$ cat src/rtl/pcr_pkg.sv
// package: constants, types and strap encodings for the power-up clock ratio block
// How it works
// platform ratio from reference clock and straps
// board must drive platform straps, no default
// core1 ratio from three core1 straps
// core1 codes 000-010 reserved, rest decoded
// memory code gives DDR rate multiple
// memory code 111 selects synchronous mode
// sync mode: memory clock half platform
// memory bus clock half DDR rate
// async: DDR rate is multiple times ref
// memory ref clock needed only when async
// one sync/async choice for both controllers
// async: mem clock <= platform < DDR
// memory bus clock 200 to 400 MHz
// ratios keep frequencies within limits
// straps latched once at reset release
package pcr_pkg;
  localparam int CLK_MHZ = 40;
  localparam int CORE_RATIO_BITS = 5;
  // core1 ratio in half steps: 3 = 1.5:1
  localparam logic [4:0] CORE_HALF_RSVD = 5'h00;
  localparam logic [4:0] CORE_HALF_3_2 = 5'h03;
  localparam logic [4:0] CORE_HALF_2_1 = 5'h04;
  localparam logic [4:0] CORE_HALF_5_2 = 5'h05;
  localparam logic [4:0] CORE_HALF_3_1 = 5'h06;
  localparam logic [4:0] CORE_HALF_7_2 = 5'h07;
  localparam logic [2:0] MEM_CODE_SYNC = 3'h7;
  localparam logic [4:0] MEM_MULT_SYNC = 5'h00;

  // AXI4-Lite register map
  localparam logic [7:0] REG_STRAPS = 8'h00;
  localparam logic [7:0] REG_RATIOS = 8'h04;
  localparam logic [7:0] REG_MEMCFG = 8'h08;
  localparam logic [7:0] REG_CTRL = 8'h0C;
  localparam logic [31:0] CTRL_RESET = 32'h00000000;
  localparam logic [1:0] RESP_OKAY = 2'h0;
  localparam logic [1:0] RESP_SLVERR = 2'h2;

  typedef struct packed {
    logic [2:0] platform;
    logic [2:0] core1;
    logic [2:0] mem;
  } pcr_straps_t;

  typedef struct packed {
    logic [2:0] platform_ratio_code;
    logic [4:0] core1_half_ratio;
    logic core1_reserved;
    logic [4:0] ddr_mult;
    logic mem_sync;
  } pcr_ratios_t;
endpackage

$ cat src/rtl/pcr_decode.sv
// strap decoder: turns latched strap codes into ratio fields
module pcr_decode (
  input wire pcr_pkg::pcr_straps_t straps,
  output pcr_pkg::pcr_ratios_t ratios
);
  always_comb begin
    ratios = '0;
    ratios.platform_ratio_code = straps.platform;
    unique case (straps.core1)
      3'h3: ratios.core1_half_ratio = pcr_pkg::CORE_HALF_3_2;
      3'h4: ratios.core1_half_ratio = pcr_pkg::CORE_HALF_2_1;
      3'h5: ratios.core1_half_ratio = pcr_pkg::CORE_HALF_5_2;
      3'h6: ratios.core1_half_ratio = pcr_pkg::CORE_HALF_3_1;
      3'h7: ratios.core1_half_ratio = pcr_pkg::CORE_HALF_7_2;
      default: begin
        ratios.core1_half_ratio = pcr_pkg::CORE_HALF_RSVD;
        ratios.core1_reserved = 1'b1;
      end
    endcase
    unique case (straps.mem)
      3'h0: ratios.ddr_mult = 5'h03;
      3'h1: ratios.ddr_mult = 5'h04;
      3'h2: ratios.ddr_mult = 5'h06;
      3'h3: ratios.ddr_mult = 5'h08;
      3'h4: ratios.ddr_mult = 5'h0A;
      3'h5: ratios.ddr_mult = 5'h0C;
      3'h6: ratios.ddr_mult = 5'h0E;
      3'h7: ratios.ddr_mult = pcr_pkg::MEM_MULT_SYNC;
    endcase
    ratios.mem_sync = (straps.mem == pcr_pkg::MEM_CODE_SYNC);
  end
endmodule

$ cat src/rtl/pcr_top.sv
// top: strap capture, ratio outputs, memory clock divider, AXI4-Lite slave
module pcr_top (
  input wire logic CLK_SYS,
  input wire logic RESET_N,
  input wire logic [2:0] PLATFORM_RATIO_STRAPS,
  input wire logic CORE1_RATIO_STRAP_MSB,
  input wire logic CORE1_RATIO_STRAP_MID,
  input wire logic CORE1_RATIO_STRAP_LSB,
  input wire logic MEM_RATIO_STRAP_MSB,
  input wire logic MEM_RATIO_STRAP_MID,
  input wire logic MEM_RATIO_STRAP_LSB,
  input wire logic PLATFORM_CLOCK_EN,
  input wire logic DDR_RATE_EN,
  output logic STRAPS_VALID,
  output logic [2:0] PLATFORM_RATIO_CODE,
  output logic [4:0] CORE1_HALF_RATIO,
  output logic CORE1_RATIO_RESERVED,
  output logic [4:0] DDR_MULT,
  output logic MEM_SYNC_MODE,
  output logic MEM_PLL_REF_USED,
  output logic MEMORY_BUS_CLOCK_OUT,
  input wire logic [7:0] S_AXI_AWADDR,
  input wire logic S_AXI_AWVALID,
  output logic S_AXI_AWREADY,
  input wire logic [31:0] S_AXI_WDATA,
  input wire logic [3:0] S_AXI_WSTRB,
  input wire logic S_AXI_WVALID,
  output logic S_AXI_WREADY,
  output logic [1:0] S_AXI_BRESP,
  output logic S_AXI_BVALID,
  input wire logic S_AXI_BREADY,
  input wire logic [7:0] S_AXI_ARADDR,
  input wire logic S_AXI_ARVALID,
  output logic S_AXI_ARREADY,
  output logic [31:0] S_AXI_RDATA,
  output logic [1:0] S_AXI_RRESP,
  output logic S_AXI_RVALID,
  input wire logic S_AXI_RREADY
);
  // synchronisers for strap pins and rate enables
  logic [10:0] sync1_r, sync2_r;
  logic [10:0] pins;
  assign pins = {PLATFORM_RATIO_STRAPS, CORE1_RATIO_STRAP_MSB, CORE1_RATIO_STRAP_MID,
                 CORE1_RATIO_STRAP_LSB, MEM_RATIO_STRAP_MSB, MEM_RATIO_STRAP_MID,
                 MEM_RATIO_STRAP_LSB, PLATFORM_CLOCK_EN, DDR_RATE_EN};
  always_ff @(posedge CLK_SYS or negedge RESET_N) begin
    if (!RESET_N) begin
      sync1_r <= '0;
      sync2_r <= '0;
    end else begin
      sync1_r <= pins;
      sync2_r <= sync1_r;
    end
  end

  // capture: first cycles after release fill the synchroniser, then latch once
  logic [1:0] cap_cnt_r, cap_cnt_nxt;
  logic valid_r, valid_nxt;
  pcr_pkg::pcr_straps_t straps_r, straps_nxt;
  always_comb begin
    cap_cnt_nxt = cap_cnt_r;
    valid_nxt = valid_r;
    straps_nxt = straps_r;
    if (!valid_r) begin
      if (cap_cnt_r == 2'h2) begin
        straps_nxt = sync2_r[10:2];
        valid_nxt = 1'b1;
      end else begin
        cap_cnt_nxt = cap_cnt_r + 2'h1;
      end
    end
  end
  always_ff @(posedge CLK_SYS or negedge RESET_N) begin
    if (!RESET_N) begin
      cap_cnt_r <= '0;
      valid_r <= 1'b0;
      straps_r <= '0;
    end else begin
      cap_cnt_r <= cap_cnt_nxt;
      valid_r <= valid_nxt;
      straps_r <= straps_nxt;
    end
  end

  pcr_pkg::pcr_ratios_t ratios;
  pcr_decode u_dec (
    .straps(straps_r),
    .ratios(ratios)
  );

  // memory bus clock: toggles on each DDR-rate tick, so half the DDR rate
  logic ctrl_en_r, ctrl_en_nxt;
  logic mck_r, mck_nxt;
  logic tick;
  always_comb begin
    // sync: DDR rate equals platform rate ; async: PLL-derived rate
    tick = ratios.mem_sync ? sync2_r[1] : sync2_r[0];
    mck_nxt = mck_r;
    if (valid_r && ctrl_en_r && tick) begin
      mck_nxt = ~mck_r;
    end
  end
  always_ff @(posedge CLK_SYS or negedge RESET_N) begin
    if (!RESET_N) begin
      mck_r <= 1'b0;
    end else begin
      mck_r <= mck_nxt;
    end
  end

  // output registers
  always_ff @(posedge CLK_SYS or negedge RESET_N) begin
    if (!RESET_N) begin
      STRAPS_VALID <= 1'b0;
      PLATFORM_RATIO_CODE <= '0;
      CORE1_HALF_RATIO <= '0;
      CORE1_RATIO_RESERVED <= 1'b0;
      DDR_MULT <= '0;
      MEM_SYNC_MODE <= 1'b0;
      MEM_PLL_REF_USED <= 1'b0;
      MEMORY_BUS_CLOCK_OUT <= 1'b0;
    end else begin
      STRAPS_VALID <= valid_r;
      PLATFORM_RATIO_CODE <= ratios.platform_ratio_code;
      CORE1_HALF_RATIO <= ratios.core1_half_ratio;
      CORE1_RATIO_RESERVED <= ratios.core1_reserved;
      DDR_MULT <= ratios.ddr_mult;
      MEM_SYNC_MODE <= ratios.mem_sync;
      MEM_PLL_REF_USED <= valid_r & ~ratios.mem_sync;
      MEMORY_BUS_CLOCK_OUT <= mck_r;
    end
  end

  // AXI4-Lite slave
  logic aw_r, aw_nxt, w_r, w_nxt, bv_r, bv_nxt, rv_r, rv_nxt;
  logic [7:0] awa_r, awa_nxt;
  logic [31:0] wd_r, wd_nxt, rd_r, rd_nxt;
  logic [1:0] br_r, br_nxt, rr_r, rr_nxt;
  always_comb begin
    aw_nxt = aw_r;
    w_nxt = w_r;
    bv_nxt = bv_r;
    rv_nxt = rv_r;
    awa_nxt = awa_r;
    wd_nxt = wd_r;
    rd_nxt = rd_r;
    br_nxt = br_r;
    rr_nxt = rr_r;
    ctrl_en_nxt = ctrl_en_r;
    // capture only on a real handshake, so a held valid is never taken twice
    if (S_AXI_AWVALID && S_AXI_AWREADY) begin
      aw_nxt = 1'b1;
      awa_nxt = S_AXI_AWADDR;
    end
    if (S_AXI_WVALID && S_AXI_WREADY) begin
      w_nxt = 1'b1;
      wd_nxt = S_AXI_WDATA;
    end
    if (aw_r && w_r) begin
      aw_nxt = 1'b0;
      w_nxt = 1'b0;
      bv_nxt = 1'b1;
      br_nxt = pcr_pkg::RESP_OKAY;
      unique case (awa_r)
        pcr_pkg::REG_CTRL: ctrl_en_nxt = wd_r[0];
        pcr_pkg::REG_STRAPS, pcr_pkg::REG_RATIOS, pcr_pkg::REG_MEMCFG: ;
        default: br_nxt = pcr_pkg::RESP_SLVERR;
      endcase
    end
    if (bv_r && S_AXI_BREADY) begin
      bv_nxt = 1'b0;
    end
    if (S_AXI_ARVALID && S_AXI_ARREADY) begin
      rv_nxt = 1'b1;
      rr_nxt = pcr_pkg::RESP_OKAY;
      unique case (S_AXI_ARADDR)
        pcr_pkg::REG_STRAPS: rd_nxt = {valid_r, 22'h0, straps_r};
        pcr_pkg::REG_RATIOS: rd_nxt = {19'h0, ratios.core1_reserved,
                                       ratios.core1_half_ratio, 4'h0,
                                       ratios.platform_ratio_code};
        pcr_pkg::REG_MEMCFG: rd_nxt = {26'h0, ratios.mem_sync, ratios.ddr_mult};
        pcr_pkg::REG_CTRL: rd_nxt = {31'h0, ctrl_en_r};
        default: begin
          rd_nxt = 32'h00000000;
          rr_nxt = pcr_pkg::RESP_SLVERR;
        end
      endcase
    end else if (rv_r && S_AXI_RREADY) begin
      rv_nxt = 1'b0;
    end
  end
  always_ff @(posedge CLK_SYS or negedge RESET_N) begin
    if (!RESET_N) begin
      aw_r <= 1'b0;
      w_r <= 1'b0;
      bv_r <= 1'b0;
      rv_r <= 1'b0;
      awa_r <= '0;
      wd_r <= '0;
      rd_r <= '0;
      br_r <= '0;
      rr_r <= '0;
      ctrl_en_r <= pcr_pkg::CTRL_RESET[0];
    end else begin
      aw_r <= aw_nxt;
      w_r <= w_nxt;
      bv_r <= bv_nxt;
      rv_r <= rv_nxt;
      awa_r <= awa_nxt;
      wd_r <= wd_nxt;
      rd_r <= rd_nxt;
      br_r <= br_nxt;
      rr_r <= rr_nxt;
      ctrl_en_r <= ctrl_en_nxt;
    end
  end
  // ready is a registered "not yet holding" flag
  always_ff @(posedge CLK_SYS or negedge RESET_N) begin
    if (!RESET_N) begin
      S_AXI_AWREADY <= 1'b0;
      S_AXI_WREADY <= 1'b0;
      S_AXI_ARREADY <= 1'b0;
    end else begin
      S_AXI_AWREADY <= !aw_nxt && !bv_nxt;
      S_AXI_WREADY <= !w_nxt && !bv_nxt;
      S_AXI_ARREADY <= !rv_nxt;
    end
  end
  assign S_AXI_BVALID = bv_r;
  assign S_AXI_BRESP = br_r;
  assign S_AXI_RVALID = rv_r;
  assign S_AXI_RDATA = rd_r;
  assign S_AXI_RRESP = rr_r;
endmodule

$ cat config.mk
export PLATFORM = sky130hd
export DESIGN_NAME = pcr_top
export DESIGN_NICKNAME = d
export VERILOG_FILES = /design/src/rtl/pcr_pkg.sv /design/src/rtl/pcr_decode.sv /design/src/rtl/pcr_top.sv
export SDC_FILE = /design/constraint.sdc
export NUM_CORES = 1
export LEC_CHECK = 0
export BUFFER_PORTS_ARGS = -buffer_cell sky130_fd_sc_hd__buf_2
export CAP_MARGIN = 15
export CELL_PAD_IN_SITES_DETAIL_PLACEMENT = 2
export CELL_PAD_IN_SITES_GLOBAL_PLACEMENT = 2
export CORE_MARGIN = 3
export CORE_UTILIZATION = 30
export DETAILED_ROUTE_END_ITERATION = 10
export GPL_TIMING_DRIVEN = 0
export PLACE_DENSITY = 0.82
export SLEW_MARGIN = 25
export SYNTH_ARGS = -nofsm -noshare
export SYNTH_HDL_FRONTEND = slang
export SYNTH_HIERARCHICAL = 1
export SYNTH_SLANG_ARGS = --single-unit
export TNS_END_PERCENT = 50
$ cat constraint.sdc
create_clock -name CLK_SYS -period 3.8 [get_ports CLK_SYS]
set_input_delay 0.76 -clock CLK_SYS [delete_from_list [all_inputs] [get_ports CLK_SYS]]
set_output_delay 0.76 -clock CLK_SYS [all_outputs]
set_load 0.05 [all_outputs]
## Word level (Yosys, flattened, before mapping)

Memory sizes are Yosys's and may differ from the RTL's.
Index checks and enable logic that the tools add are counted.

| word-level totals | value |
|---|---|
| bits in writable memories | 0 |
| memories | 1 |
| ROM bits | 32 |
| register bits after elaboration | 106 |
| input bits | 70 |
| latch bits | 0 |
| logic and storage cells | 87 |

Memories:

| memory | depth | bits a word | rd ports | clocked after Yosys merged registers in | write ports | line | source |
|---|---|---|---|---|---|---|---|
| (no name shown) | 8 | 4 | 1 | 0 | 0 | pcr_decode.sv:20 | `unique case (straps.mem)` |

| operators by class | value |
|---|---|
| reductions and logical operators | 22 |
| $mul | 0 |
| add/sub/neg operators | 1 |
| shift operators | 0 |
| bitwise gates (word level) | 5 |
| mux-type cells | 16 |
| div/mod/pow operators | 0 |
| order comparisons | 0 |
| equal/unequal tests | 13 |

Operator list:

| kind | number |
|---|---|
| $pmux W32 S4 | 1 |
| $eq A8 B4 Y1 const B | 4 |
| $eq A8 B3 Y1 const B | 2 |
| $logic_not A8 Y1 | 2 |
| $eq A3 B3 Y1 const B | 5 |
| $pmux W3 S5 | 1 |
| $mux W1 | 12 |
| $logic_and A1 B1 Y1 | 10 |
| $reduce_or A4 Y1 | 2 |
| $reduce_and A2 Y1 | 3 |
| $reduce_or A5 Y1 | 1 |
| $logic_not A1 Y1 | 4 |
| $mux W2 | 2 |
| $not A1 Y1 | 4 |
| $eq A3 B2 Y1 const B | 1 |
| $add A2 B1 Y2 const B | 1 |
| $eq A2 B2 Y1 const B | 1 |
| $and A1 B1 Y1 | 1 |

## Logic depth before layout (Yosys ltp)

Gate-level depths: netlist of the first run.

| logic depth | value |
|---|---|
| depth after elaboration | 5 |
| gate-level depth with buffers | 6 |
| depth with buffers taken out | 6 |

## Cells and area by module

The synthesis of the first run kept the hierarchy.

By module, submodules not included:

| module | instances | seq. area each (sq um) | cells each | area an instance (sq um) |
|---|---|---|---|---|
| pcr_top | 1 | 2152.1 | 210 | 3067.9 |
| pcr_decode | 1 | 0.0 | 23 | 170.2 |

## Worst setup path after synthesis of the first run

Ideal clock, no wire load.

| path | value |
|---|---|
| kind | input-to-reg |
| start | input S_AXI_ARADDR[1] |
| end | register rd_r[12] (netlist: S_AXI_RDATA[12]) |
| required time | 3724 ps |
| path slack | 1869 ps |
| arrival time | 1854 ps |
| stages on the path | 3 |
| library setup time | 76 ps |
| path through | or4_4 > or4_4 > o21ai_1 |

| on the way | value |
|---|---|
| longest elaborated chain between the ends | 2 |
| elaborated cells between the ends (all ways) | 5 |
| those cells by class | eq/ne: 3; mux: 1; reduce/logical: 1 |

RTL lines:

| item | line | source |
|---|---|---|
| start, declared | pcr_top.sv:32 | `input wire logic [7:0] S_AXI_ARADDR,` |
| $eq A8 B4 Y1 (tied with other cells) | pcr_top.sv:176 | `unique case (S_AXI_ARADDR)` |
| $pmux W32 S4 (*) | pcr_top.sv:176 |  |
| end signal, assigned | pcr_top.sv:211 | `rd_r <= rd_nxt;` |
| end, declared | pcr_top.sv:137 | `logic [31:0] wd_r, wd_nxt, rd_r, rd_nxt;` |

Mark *: on every way between the ends. The rest lies on a longest branch, timed or not.
A chain may end at the register's enable or synchronous reset.

## Worst setup path after layout of the first run

| path | value |
|---|---|
| start | input S_AXI_ARADDR[1] |
| end | register rd_r[6] (netlist: S_AXI_RDATA[6]) |

Same word-level chain as after synthesis.

==> run metrics, run 1 <==
final WL approximately 7.3 mm; fin util 0.3915; share of cells above drive strength 1 0.4082; Syn Area/Cell about 14 sq um; Crit-path slowest cell or4_4; fmax around 530 MHz; Post-CTS Setup Inserts 0; drc violations 0; Die ar. roughly 12000 sq um; Final Hold Vio Count 0; row count 37; first-pass GRT wire length about 12 mm; Final period util 0.4961; min-delay worst type register to register; Final Worst Setup Slack 1.915 ns; Max Cap Viol 0; Worst Tran Pin Value between 0.6 and 0.7 ns; Setup TNS 0 ns; area of the core 10420 sq um; Worst Path Required between 4 and 5 ns; CTS HTree Levels 3; Max FO, Critical Path 5; YS warnings 6; max-slew violation count 0; asr flop ratio synth 1.000; Num CTS Buffers 9; CTS Buffer Depth 2; Post-Synthesis Cells 233; CP Data Arrival Time approximately 2.2 ns; top cell type's share of synthesized area 0.6646; Placed Area approximately 3900 sq um; Avg WL per Cell between 15 and 20 microns; sequential share of the synthesized area 0.6646; number of global-route vias before repair between 2000 and 2500; cts hold-fix bufs 0; top-count cell post-synth dfrtp_1; CTS Root Cell clkbuf_8; VDD IR max between 150 and 200 uV; routability cong. 0.7080; starting density of the core 0.3109; Yosys top cell by area dfrtp_1; # resized after CTS 0; CTS tree done; CP max stage delay 0.56 ns; clock skew 0.009284 ns; area delta synth->final 25.93%; Post-Syn Area approximately 3200 sq um; # nets final 413; Clk pin slew, worst setup/hold paths approximately 0.09 ns; ys flop type dfrtp_1; CTS Sinks 86; Rel. slew slack 0.5553; final hold slack 0.3480 ns; status complete, no violations; antenna violations before repair 0; clk_lat worst skew ~0.35 ns; Setup crit start S_AXI_ARADDR[1]; crit path launch type primary input; total iterations of the first detailed-routing run 4; fin area about 4100 sq um; Synth top cells by count dfrtp_1 (86), buf_4 (26), mux2_2 (20), nand2_1 (15), mux2i_1 (12); count of cell types in the netlist 31; ANT cells 0; Tot GR Track Use 0.1304; Final min period between 1.5 and 2 ns; via count 2065; Die W between 100 and 150 microns; Crit. End Element register; filler instances 1094; Hold Startpoint sync1_r[9]; Cell Pwr Density 540.2 nW/um^2; pre-CTS setup slack 1.523 ns; initial drt markers 53; FF+latch count, synth 86; CP cell instances buf_2, or4_4, nor3_1, a22o_1; RSZ-0062 raised after global routing no; post-route ant nets 0; Avg Vias per Cell ~4.3; EDFF count, synth 0; reg2reg start straps_r[0]; Leak around 2 nW; Die Y 109.9 microns; setup violators final 0; largest cells by area after synthesis dfrtp_1 (66%), mux2_2 (7.0%), buf_4 (6.0%); port bufs 72; CP Class primary input to register; grt ovf 0; IO Pins ~130; post-DP HPWL between 5 and 6 mm; largest net degree at the start of global routing 46
-- critical path: cells and delay by family --
family | cells | cell delay, ns
AOI/OAI and AO/OA | 1 | 0.23
buffers and inverters | 1 | 0.10
and+or+nand+nor | 2 | 1.09
-- stage by stage --
step / instances / power [mW]
2_1_floorplan: 254 / 1.435
3_5_place_dp: 463 / 1.573
4_1_cts: 479 / 2.235
5_1_grt: 479 / 2.329
3_3_place_gp: 462 / 1.543
6_report: 479 / 2.203
-- final timing paths --
path | to | slack, ns | depth (start not counted)
worst min-delay path | sync2_r[9] | 0.35 | 0
worst max register to register | S_AXI_RDATA[0] | 2.08 | 5
worst min register to register | sync2_r[9] | 0.35 | 0
min in group asynchronous | S_AXI_BRESP[1] | 0.38 | 1
max in group asynchronous | straps_r[7] | 2.78 | 2
worst max-delay path | S_AXI_RDATA[6] | 1.91 | 4
-- flip-flops by register name (all words and copies together), names as in the netlist, 2 cells and up --
name and cells:
cap_cnt_r 2, straps_r 9, sync2_r 11, S_AXI_RDATA 14
awa_r 8, sync1_r 11, CORE1_HALF_RATIO 5, DDR_MULT 5
PLATFORM_RATIO_CODE 3
-- report_power, final --
| part | leakage (nW) | internal [mW] | switching [mW] |
|---|---|---|---|
| sequential | 1.04 | 1.03 | 0.0722 |
| clock | 0.0951 | 0.325 | 0.329 |
| combinational | 0.878 | 0.150 | 0.296 |
-- placed cells by master, fill, tap and decap left out, drive strengths merged --
master,count
a21oi,3
nand4,1
ha,5
clkinv,1
nor4,1
o21a,2
and2,2
dfrtp,86
o21ai,6
nand2,15
mux2i,12
o2bb2ai,2
nor3,2
nor2b,4
mux4,1
nor3b,2
or4,2
conb,23
buf,100
nand3,1
bufinv,1
or2,3
clkinvlp,3
nor2,8
xnor2,2
inv,8
mux2,20
o41ai,2
clkbuf,16
nor4bb,1
a22o,8
-- cell families after synthesis --
logic type	share of synthesized area
flip-flops	0.6646
adder cells (fa/ha/maj)	0.01932
AO/OA/AOI/OAI	0.05101
XOR/XNOR	0.005411
multiplexers	0.1136
AND/OR/NAND/NOR	0.06723
buffers and inverters	0.07651
other	0.002319
-- metal layers --
metal | wire [microns] | vias up | GRT usage
met5 | 0 | - | 0
met4 | 163 | 0 | 0.05076
met3 | 410 | 13 | 0.03288
met2 | 3659 | 66 | 0.2136
met1 | 3095 | 1038 | 0.1652
li1 | - | 948 | -
-- final cells by class --
type	count	area, sq um	share of cell area
Clock buffer	10	137.6	0.03375
Clock inverter	6	70.07	0.01718
Timing Repair Buffer	73	382.9	0.09389
Tap cell	136	170.2	0.04173
Multi-Input combinational cell	128	917.1	0.2249
Buffer	33	221.5	0.05431
Sequential cell	86	2152	0.5278
Inverter	7	26.28	0.006444
Note: power is estimated with default switching activity, not from simulation.
==> run 2, diff against run 1 <==
--- a/config.mk
+++ b/config.mk
@@ -10,10 +10,10 @@
 export CELL_PAD_IN_SITES_DETAIL_PLACEMENT = 2
 export CELL_PAD_IN_SITES_GLOBAL_PLACEMENT = 2
 export CORE_MARGIN = 3
-export CORE_UTILIZATION = 30
+export CORE_UTILIZATION = 28
 export DETAILED_ROUTE_END_ITERATION = 10
 export GPL_TIMING_DRIVEN = 0
-export PLACE_DENSITY = 0.82
+export PLACE_DENSITY = 0.81
 export SLEW_MARGIN = 25
 export SYNTH_ARGS = -nofsm -noshare
 export SYNTH_HDL_FRONTEND = slang
==> constraint.sdc (replaced) <==
create_clock -name CLK_SYS -period 1.6 [get_ports CLK_SYS]
set_input_delay 0.32 -clock CLK_SYS [delete_from_list [all_inputs] [get_ports CLK_SYS]]
set_output_delay 0.32 -clock CLK_SYS [all_outputs]
set_load 0.05 [all_outputs]
==> run 2 against run 1 <==
Clock power grew to 3.1 times the previous value. Register-to-register slack worse by 2.0 ns. Routed wire length grew 8.2%. Largest power group unchanged. Sequential share of layout area fell by 1.6 points. Flip-flop and latch count stayed put. Clock skew shrank 0.0016 ns. First-iteration DRC count up 3.8%. Highest routed layer unchanged. Setup slack got worse by 1.9 ns. Sequential power up 140%. Via count increased by 1.2%. Utilization fell by 1.1 points. Total power rose to 2.6 times the previous value. Largest cell class unchanged.
==> run metrics, run 2 (same netlist as run 1, synthesis figures left out) <==
switch share 0.2966 (-0.01970); pre-CTS setup slack -0.1860 ns (-1.709 ns); Leak 2.078 nW (+3.5%); Final Hold Vio Count 0 (unchanged); Cell Pwr Density 1356 nW/um^2 (+150%); post-DP HPWL 5.815 mm (+4.9%); total iterations of the first detailed-routing run 4 (unchanged); starting density of the core 0.2923 (-0.01857); area of the core 11080 sq um (+6.4%); most frequent cells in the layout dfrtp_1 (84), buf_2 (71), buf_4 (31); Finished Layout Cells 487 (+1.7%); crit path launch type register; area delta synth->final 30.10%; Avg WL per Cell 16.28 microns (+6.4%); min-delay worst type primary input to asynchronous set/reset pin; Tot GR Track Use 0.1301 (-0.0003117); register share of total power 0.461 (-0.040); Worst Tran Pin Value 0.6462 ns (-0.01572 ns); CTS HTree Levels 3 (unchanged); status complete, no violations; final WL 7.929 mm (+8.2%); post-route ant nets 0 (unchanged); VDD IR max 613.4 uV (+210%); max reg flops 14 (unchanged); Clk pwr share 0.350 (+0.053); Final period util 0.9616; grt ovf 0 (unchanged); CTS Sinks 86 (unchanged); Rel. slew slack 0.5692 (+0.01388); P_sw 1.695 mW (+140%); Worst Path Required 1.82 ns (-2.27 ns); initial drt markers 55 (+3.8%); max-slew violation count 0 (unchanged); row count 38 (+2.7%); share of cells above drive strength 1 0.4323 (+0.02411); Num CTS Buffers 9 (unchanged); clk_lat worst skew 0.34 ns (about the same); CTS Root Cell clkbuf_16; Die Y 113.5 microns (+3.3%); setup violators final 0 (unchanged); Final Worst Setup Slack 0.06141 ns (-1.854 ns); antenna violations before repair 0 (unchanged); via count 2090 (+1.2%); fmax around 650 MHz; IO Pins 129 (unchanged); Final min period 1.539 ns; ANT cells 0 (unchanged); fin util 0.3803 (-0.01119); number of global-route vias before repair 2391 (+0.46%); drc violations 0 (unchanged); CTS Buffer Depth 2 (unchanged); port bufs 72 (unchanged); total power 5.715 mW (+160%); Inst Count DP 467 (+0.86%); CP Data Arrival Time 1.76 ns (-0.42 ns); Crit. End Element register; R2R depth 5 (unchanged); internal cell power 4.020 mW (+170%); most common cell after layout, fill and taps aside dfrtp_1; # nets final 417 (+0.97%); routability cong. 0.7494 (+5.8%); Max FO, Critical Path 5 (unchanged); CP Class register to register; first-pass GRT wire length 12.95 mm (+7.3%); clock skew 0.007718 ns (-0.001566 ns); Max Cap Viol 0 (unchanged); Die ar. 12890 sq um (+6.8%); CTS tree done; Logic pwr share 0.189 (-0.013); largest net degree at the start of global routing 50 (+8.7%); Avg Vias per Cell 4.292 (-0.45%); Die W 113.5 microns (+3.3%); Clk pin slew, worst setup/hold paths 0.06 ns (-0.03 ns)
## run 2: cell count changes in the layout (fill, tap and decap cells not counted), moves of 2 or more
cell        before  now
clkinv_2         0    4
inv_1            7    5
clkinvlp_4       3    0
dfrtp_2          0    2
dfrtp_1         86   84
inv_2            0    2
clkbuf_16        0    9
clkbuf_8        10    0
buf_4           27   31
## run 2: per-layer routing
layer  wire (microns)  track usage  up-vias
met2             4210       0.2261       62
met1             3173       0.1562     1057
met5                0            0        -
met4              138      0.05048        0
met3              407      0.03024       12
li1                 -            -      959
## run 2: worst paths after layout
check	startpoint	endpoint	slack (ns)
setup reg to reg	straps_r[0]	S_AXI_RDATA[0]	0.06
setup / recovery	straps_r[0]	S_AXI_RDATA[0]	0.06
hold / removal	RESET_N	S_AXI_BVALID	0.01
min in group CLK_SYS	PLATFORM_RATIO_STRAPS[1]	sync1_r[9]	0.09
hold reg to reg	sync1_r[4]	sync2_r[4]	0.35
max in group asynchronous	RESET_N	straps_r[1]	0.94
## run 2: cell type report
class	instances	area, sq um
tap	140	175.2
buffer	33	222.7
multi-input combinational	128	938.4
clock buffer	11	232.7
timing repair buffer	77	412.9
inverter	7	26.28
fill	1197	6865
sequential	86	2155
clock inverter	5	50.05
## run 2: critical path, stage by stage, from the launching register on
cell,delay (ns)
dfrtp_2,0.42
inv_2,0.07
ha_4,0.16
nor2b_4,0.12
mux4_2,0.46
a22o_1,0.19
## run 2: power by group through the flow
stage	Sequential, mW	Combinational (mW)	Clock, mW
4_1_cts	2.64	1.08	2.07
3_5_place_dp	2.68	1.07	0
5_1_grt	2.68	1.16	2.18
2_1_floorplan	2.92	0.492	0
3_3_place_gp	2.65	1.02	0
6_report	2.64	1.08	2.00
## run 2: timing repair
item	4_1_cts	5_1_grt
pin swaps	1	0
setup endpoints to repair	11	1
setup buffers	0	4
gates resized for setup	5	5
hold buffers	0	0
## run 2: stage by stage
stage / hold WS [ns] / area [sq um] / setup TNS, ns
CTS: 0.02303 / 4164 / -0.005948
finish: 0.01414 / 4213 / 0
global placement: 0.3357 / 3852 / -38.02
detailed placement: 0.3356 / 3875 / -2.024
floorplan: 0.02441 / 3317 / 0
global route: 0.05707 / 4213 / -0.1466
==> run 3, diff against run 2 <==
--- a/config.mk
+++ b/config.mk
@@ -7,7 +7,7 @@
 export LEC_CHECK = 0
 export BUFFER_PORTS_ARGS = -buffer_cell sky130_fd_sc_hd__buf_2
 export CAP_MARGIN = 15
-export CELL_PAD_IN_SITES_DETAIL_PLACEMENT = 2
+export CELL_PAD_IN_SITES_DETAIL_PLACEMENT = 1
 export CELL_PAD_IN_SITES_GLOBAL_PLACEMENT = 2
 export CORE_MARGIN = 3
 export CORE_UTILIZATION = 28
==> run 3 against run 2 <==
Clock skew fell by 0.0031 ns. Total power rose by 0.55%. Combinational power barely moved. Global-route usage fell by 1.7 points. Hold slack got worse by 0.0046 ns. Flip-flop and latch count did not move. Routed wire length fell by 14%. Maximum frequency rose by 0.78%. Via count fell by 4.9%. First-iteration DRC count rose by 44%. Clock power rose by 3%. Final cell count fell by 0.41%. Critical path type unchanged. Largest cell class unchanged.
==> run metrics, run 3 (same netlist as run 1, synthesis figures left out) <==
largest net degree at the start of global routing 50 (unchanged); setup violators final 0 (unchanged); Final period util 0.9542 (-0.007416); IO Pins 129 (unchanged); Max FO, Critical Path 4 (-1); post-DP HPWL 5.103 mm (-12%); most common cell after layout, fill and taps aside dfrtp_1; initial drt markers 79 (+44%); drc violations 0 (unchanged); Max Cap Viol 0 (unchanged); Inst Count DP 467 (unchanged); filler instances 1224 (+2.3%); CTS Sinks 86 (unchanged); met3 Track Usage GR 0.03289 (+0.002653); Worst Path Required 1.82 ns (about the same); clk_lat worst skew 0.33 ns (about the same); pre-CTS setup slack -0.1740 ns (+0.01206 ns); grt ovf 0 (unchanged); CP cell instances inv_2, ha_2, nor2b_4, mux4_2, a22o_1; ANT cells 0 (unchanged); CTS HTree Levels 3 (unchanged); Rel. slew slack 0.5821 (+0.01290); crit path launch type register; Placed Area 3875 sq um (unchanged); via count 1987 (-4.9%); cts hold-fix bufs 0 (unchanged); final hold slack 0.009499 ns (-0.004643 ns); starting density of the core 0.2923 (unchanged); number of global-route vias before repair 2236 (-6.5%); VDD IR max 726.8 uV (+18%); routability cong. 0.7494 (unchanged); fin util 0.3803 (unchanged); Clk pin slew, worst setup/hold paths 0.06 ns (about the same); Num CTS Buffers 9 (unchanged); reg2reg start straps_r[0]; fmax 655.0 MHz (+0.78%); share of cells above drive strength 1 0.4348 (+0.002506); Final min period 1.527 ns (-0.01187 ns); CTS Root Cell clkbuf_16; most frequent cells in the layout dfrtp_1 (84), buf_2 (71), buf_4 (29); CP Data Arrival Time 1.74 ns (-0.02 ns); CP Class register to register; post-route ant nets 0 (unchanged); Cell Pwr Density 1364 nW/um^2 (+0.55%); row count 38 (unchanged); # nets final 415 (-0.48%); Final Hold Vio Count 0 (unchanged); Crit-path slowest cell mux4_2; total iterations of the first detailed-routing run 4 (unchanged); first-pass GRT wire length 11.18 mm (-14%); Leak 2.076 nW (about the same); multi-input logic area 934.6 sq um (-0.40%); Register Area 2155 sq um (unchanged); final WL 6.825 mm (-14%); Setup crit start straps_r[0]; met2 GRT Util 0.1767 (-0.04947); clock skew 0.004656 ns (-0.003063 ns); met1 usage 0.1458 (-0.01037); Die ar. 12890 sq um (unchanged); area delta synth->final 30.10% (unchanged); min-delay worst type primary input to asynchronous set/reset pin; status complete, no violations; Die Y 113.5 microns (unchanged); Die W 113.5 microns (unchanged); Finished Layout Cells 485 (-0.41%); area of the core 11080 sq um (unchanged); Avg WL per Cell 14.07 microns (-14%); Tot GR Track Use 0.1127 (-0.01744); max-slew violation count 0 (unchanged); CTS tree done; RSZ-0062 raised after global routing no; fin area 4213 sq um (unchanged); busiest grt layer met2; Worst Tran Pin Value 0.6269 ns (-0.01934 ns); max reg flops 14 (unchanged); port bufs 72 (unchanged); Avg Vias per Cell 4.097 (-4.5%); CP max stage delay 0.45 ns (about the same); antenna violations before repair 0 (unchanged); Crit. End Element register; Final Worst Setup Slack 0.07327 ns (+0.01187 ns); CTS Buffer Depth 2 (unchanged)
## run 3: changes by cell type in the layout (fill, tap and decap cells not counted), sizes merged
cell	delta
buf	-2
clkinv	-1
clkbuf	+1
## run 3: layer usage
layer / share of wire / vias to the layer above / wire length, microns
met4: 0.012 / 0 / 82
met1: 0.45 / 965 / 3047
met3: 0.058 / 5 / 399
met2: 0.48 / 59 / 3295
met5: 0 / - / 0
li1: - / 958 / -
## run 3: metrics by stage
step / power [mW] / setup TNS (ns)
2_1_floorplan: 3.409 / 0
3_3_place_gp: 3.667 / -38.02
3_5_place_dp: 3.719 / -1.675
4_1_cts: 5.822 / -0.01163
5_1_grt: 6.067 / 0
6_report: 5.746 / 0
## run 3: area by class of cell
class | count | share of cell area
Buffer | 33 | 0.05287
Inverter | 7 | 0.006237
Sequential cell | 86 | 0.5114
Clock buffer | 12 | 0.06089
Clock inverter | 4 | 0.01069
Timing Repair Buffer | 75 | 0.09445
Tap cell | 140 | 0.04158
Multi-Input combinational cell | 128 | 0.2219
## run 3: final timing paths
path                                   to  cells past startpoint  slack (ns)
min in group CLK_SYS           sync1_r[7]                      1        0.09
min reg2reg                    sync2_r[1]                      0        0.35
max in group asynchronous     straps_r[1]                      2        0.95
max                        S_AXI_RDATA[0]                      5        0.07
min                        S_AXI_BRESP[1]                      1       0.009
max reg2reg                S_AXI_RDATA[0]                      5        0.07
## run 3: where the power goes
part	leakage [nW]	switching (mW)	internal, mW
clock	0.152	0.775	1.29
sequential	1.03	0.170	2.46
combinational	0.891	0.693	0.366
total	2.08	1.64	4.11
## run 3: repair_timing
item | CTS | global route
setup buffers | 0 | 2
resized for setup | 4 | 6
setup endpoints to repair | 11 | 3
## run 3: critical path: cells and delay by family, from the launching register on
| kind | cells | cell delay, ns |
|---|---|---|
| muxes | 1 | 0.45 |
| DFF | 1 | 0.40 |
| AOI/OAI and AO/OA | 1 | 0.21 |
| adders and majority gates | 1 | 0.18 |
| and+or+nand+nor | 1 | 0.12 |
| buffers and inverters | 1 | 0.05 |
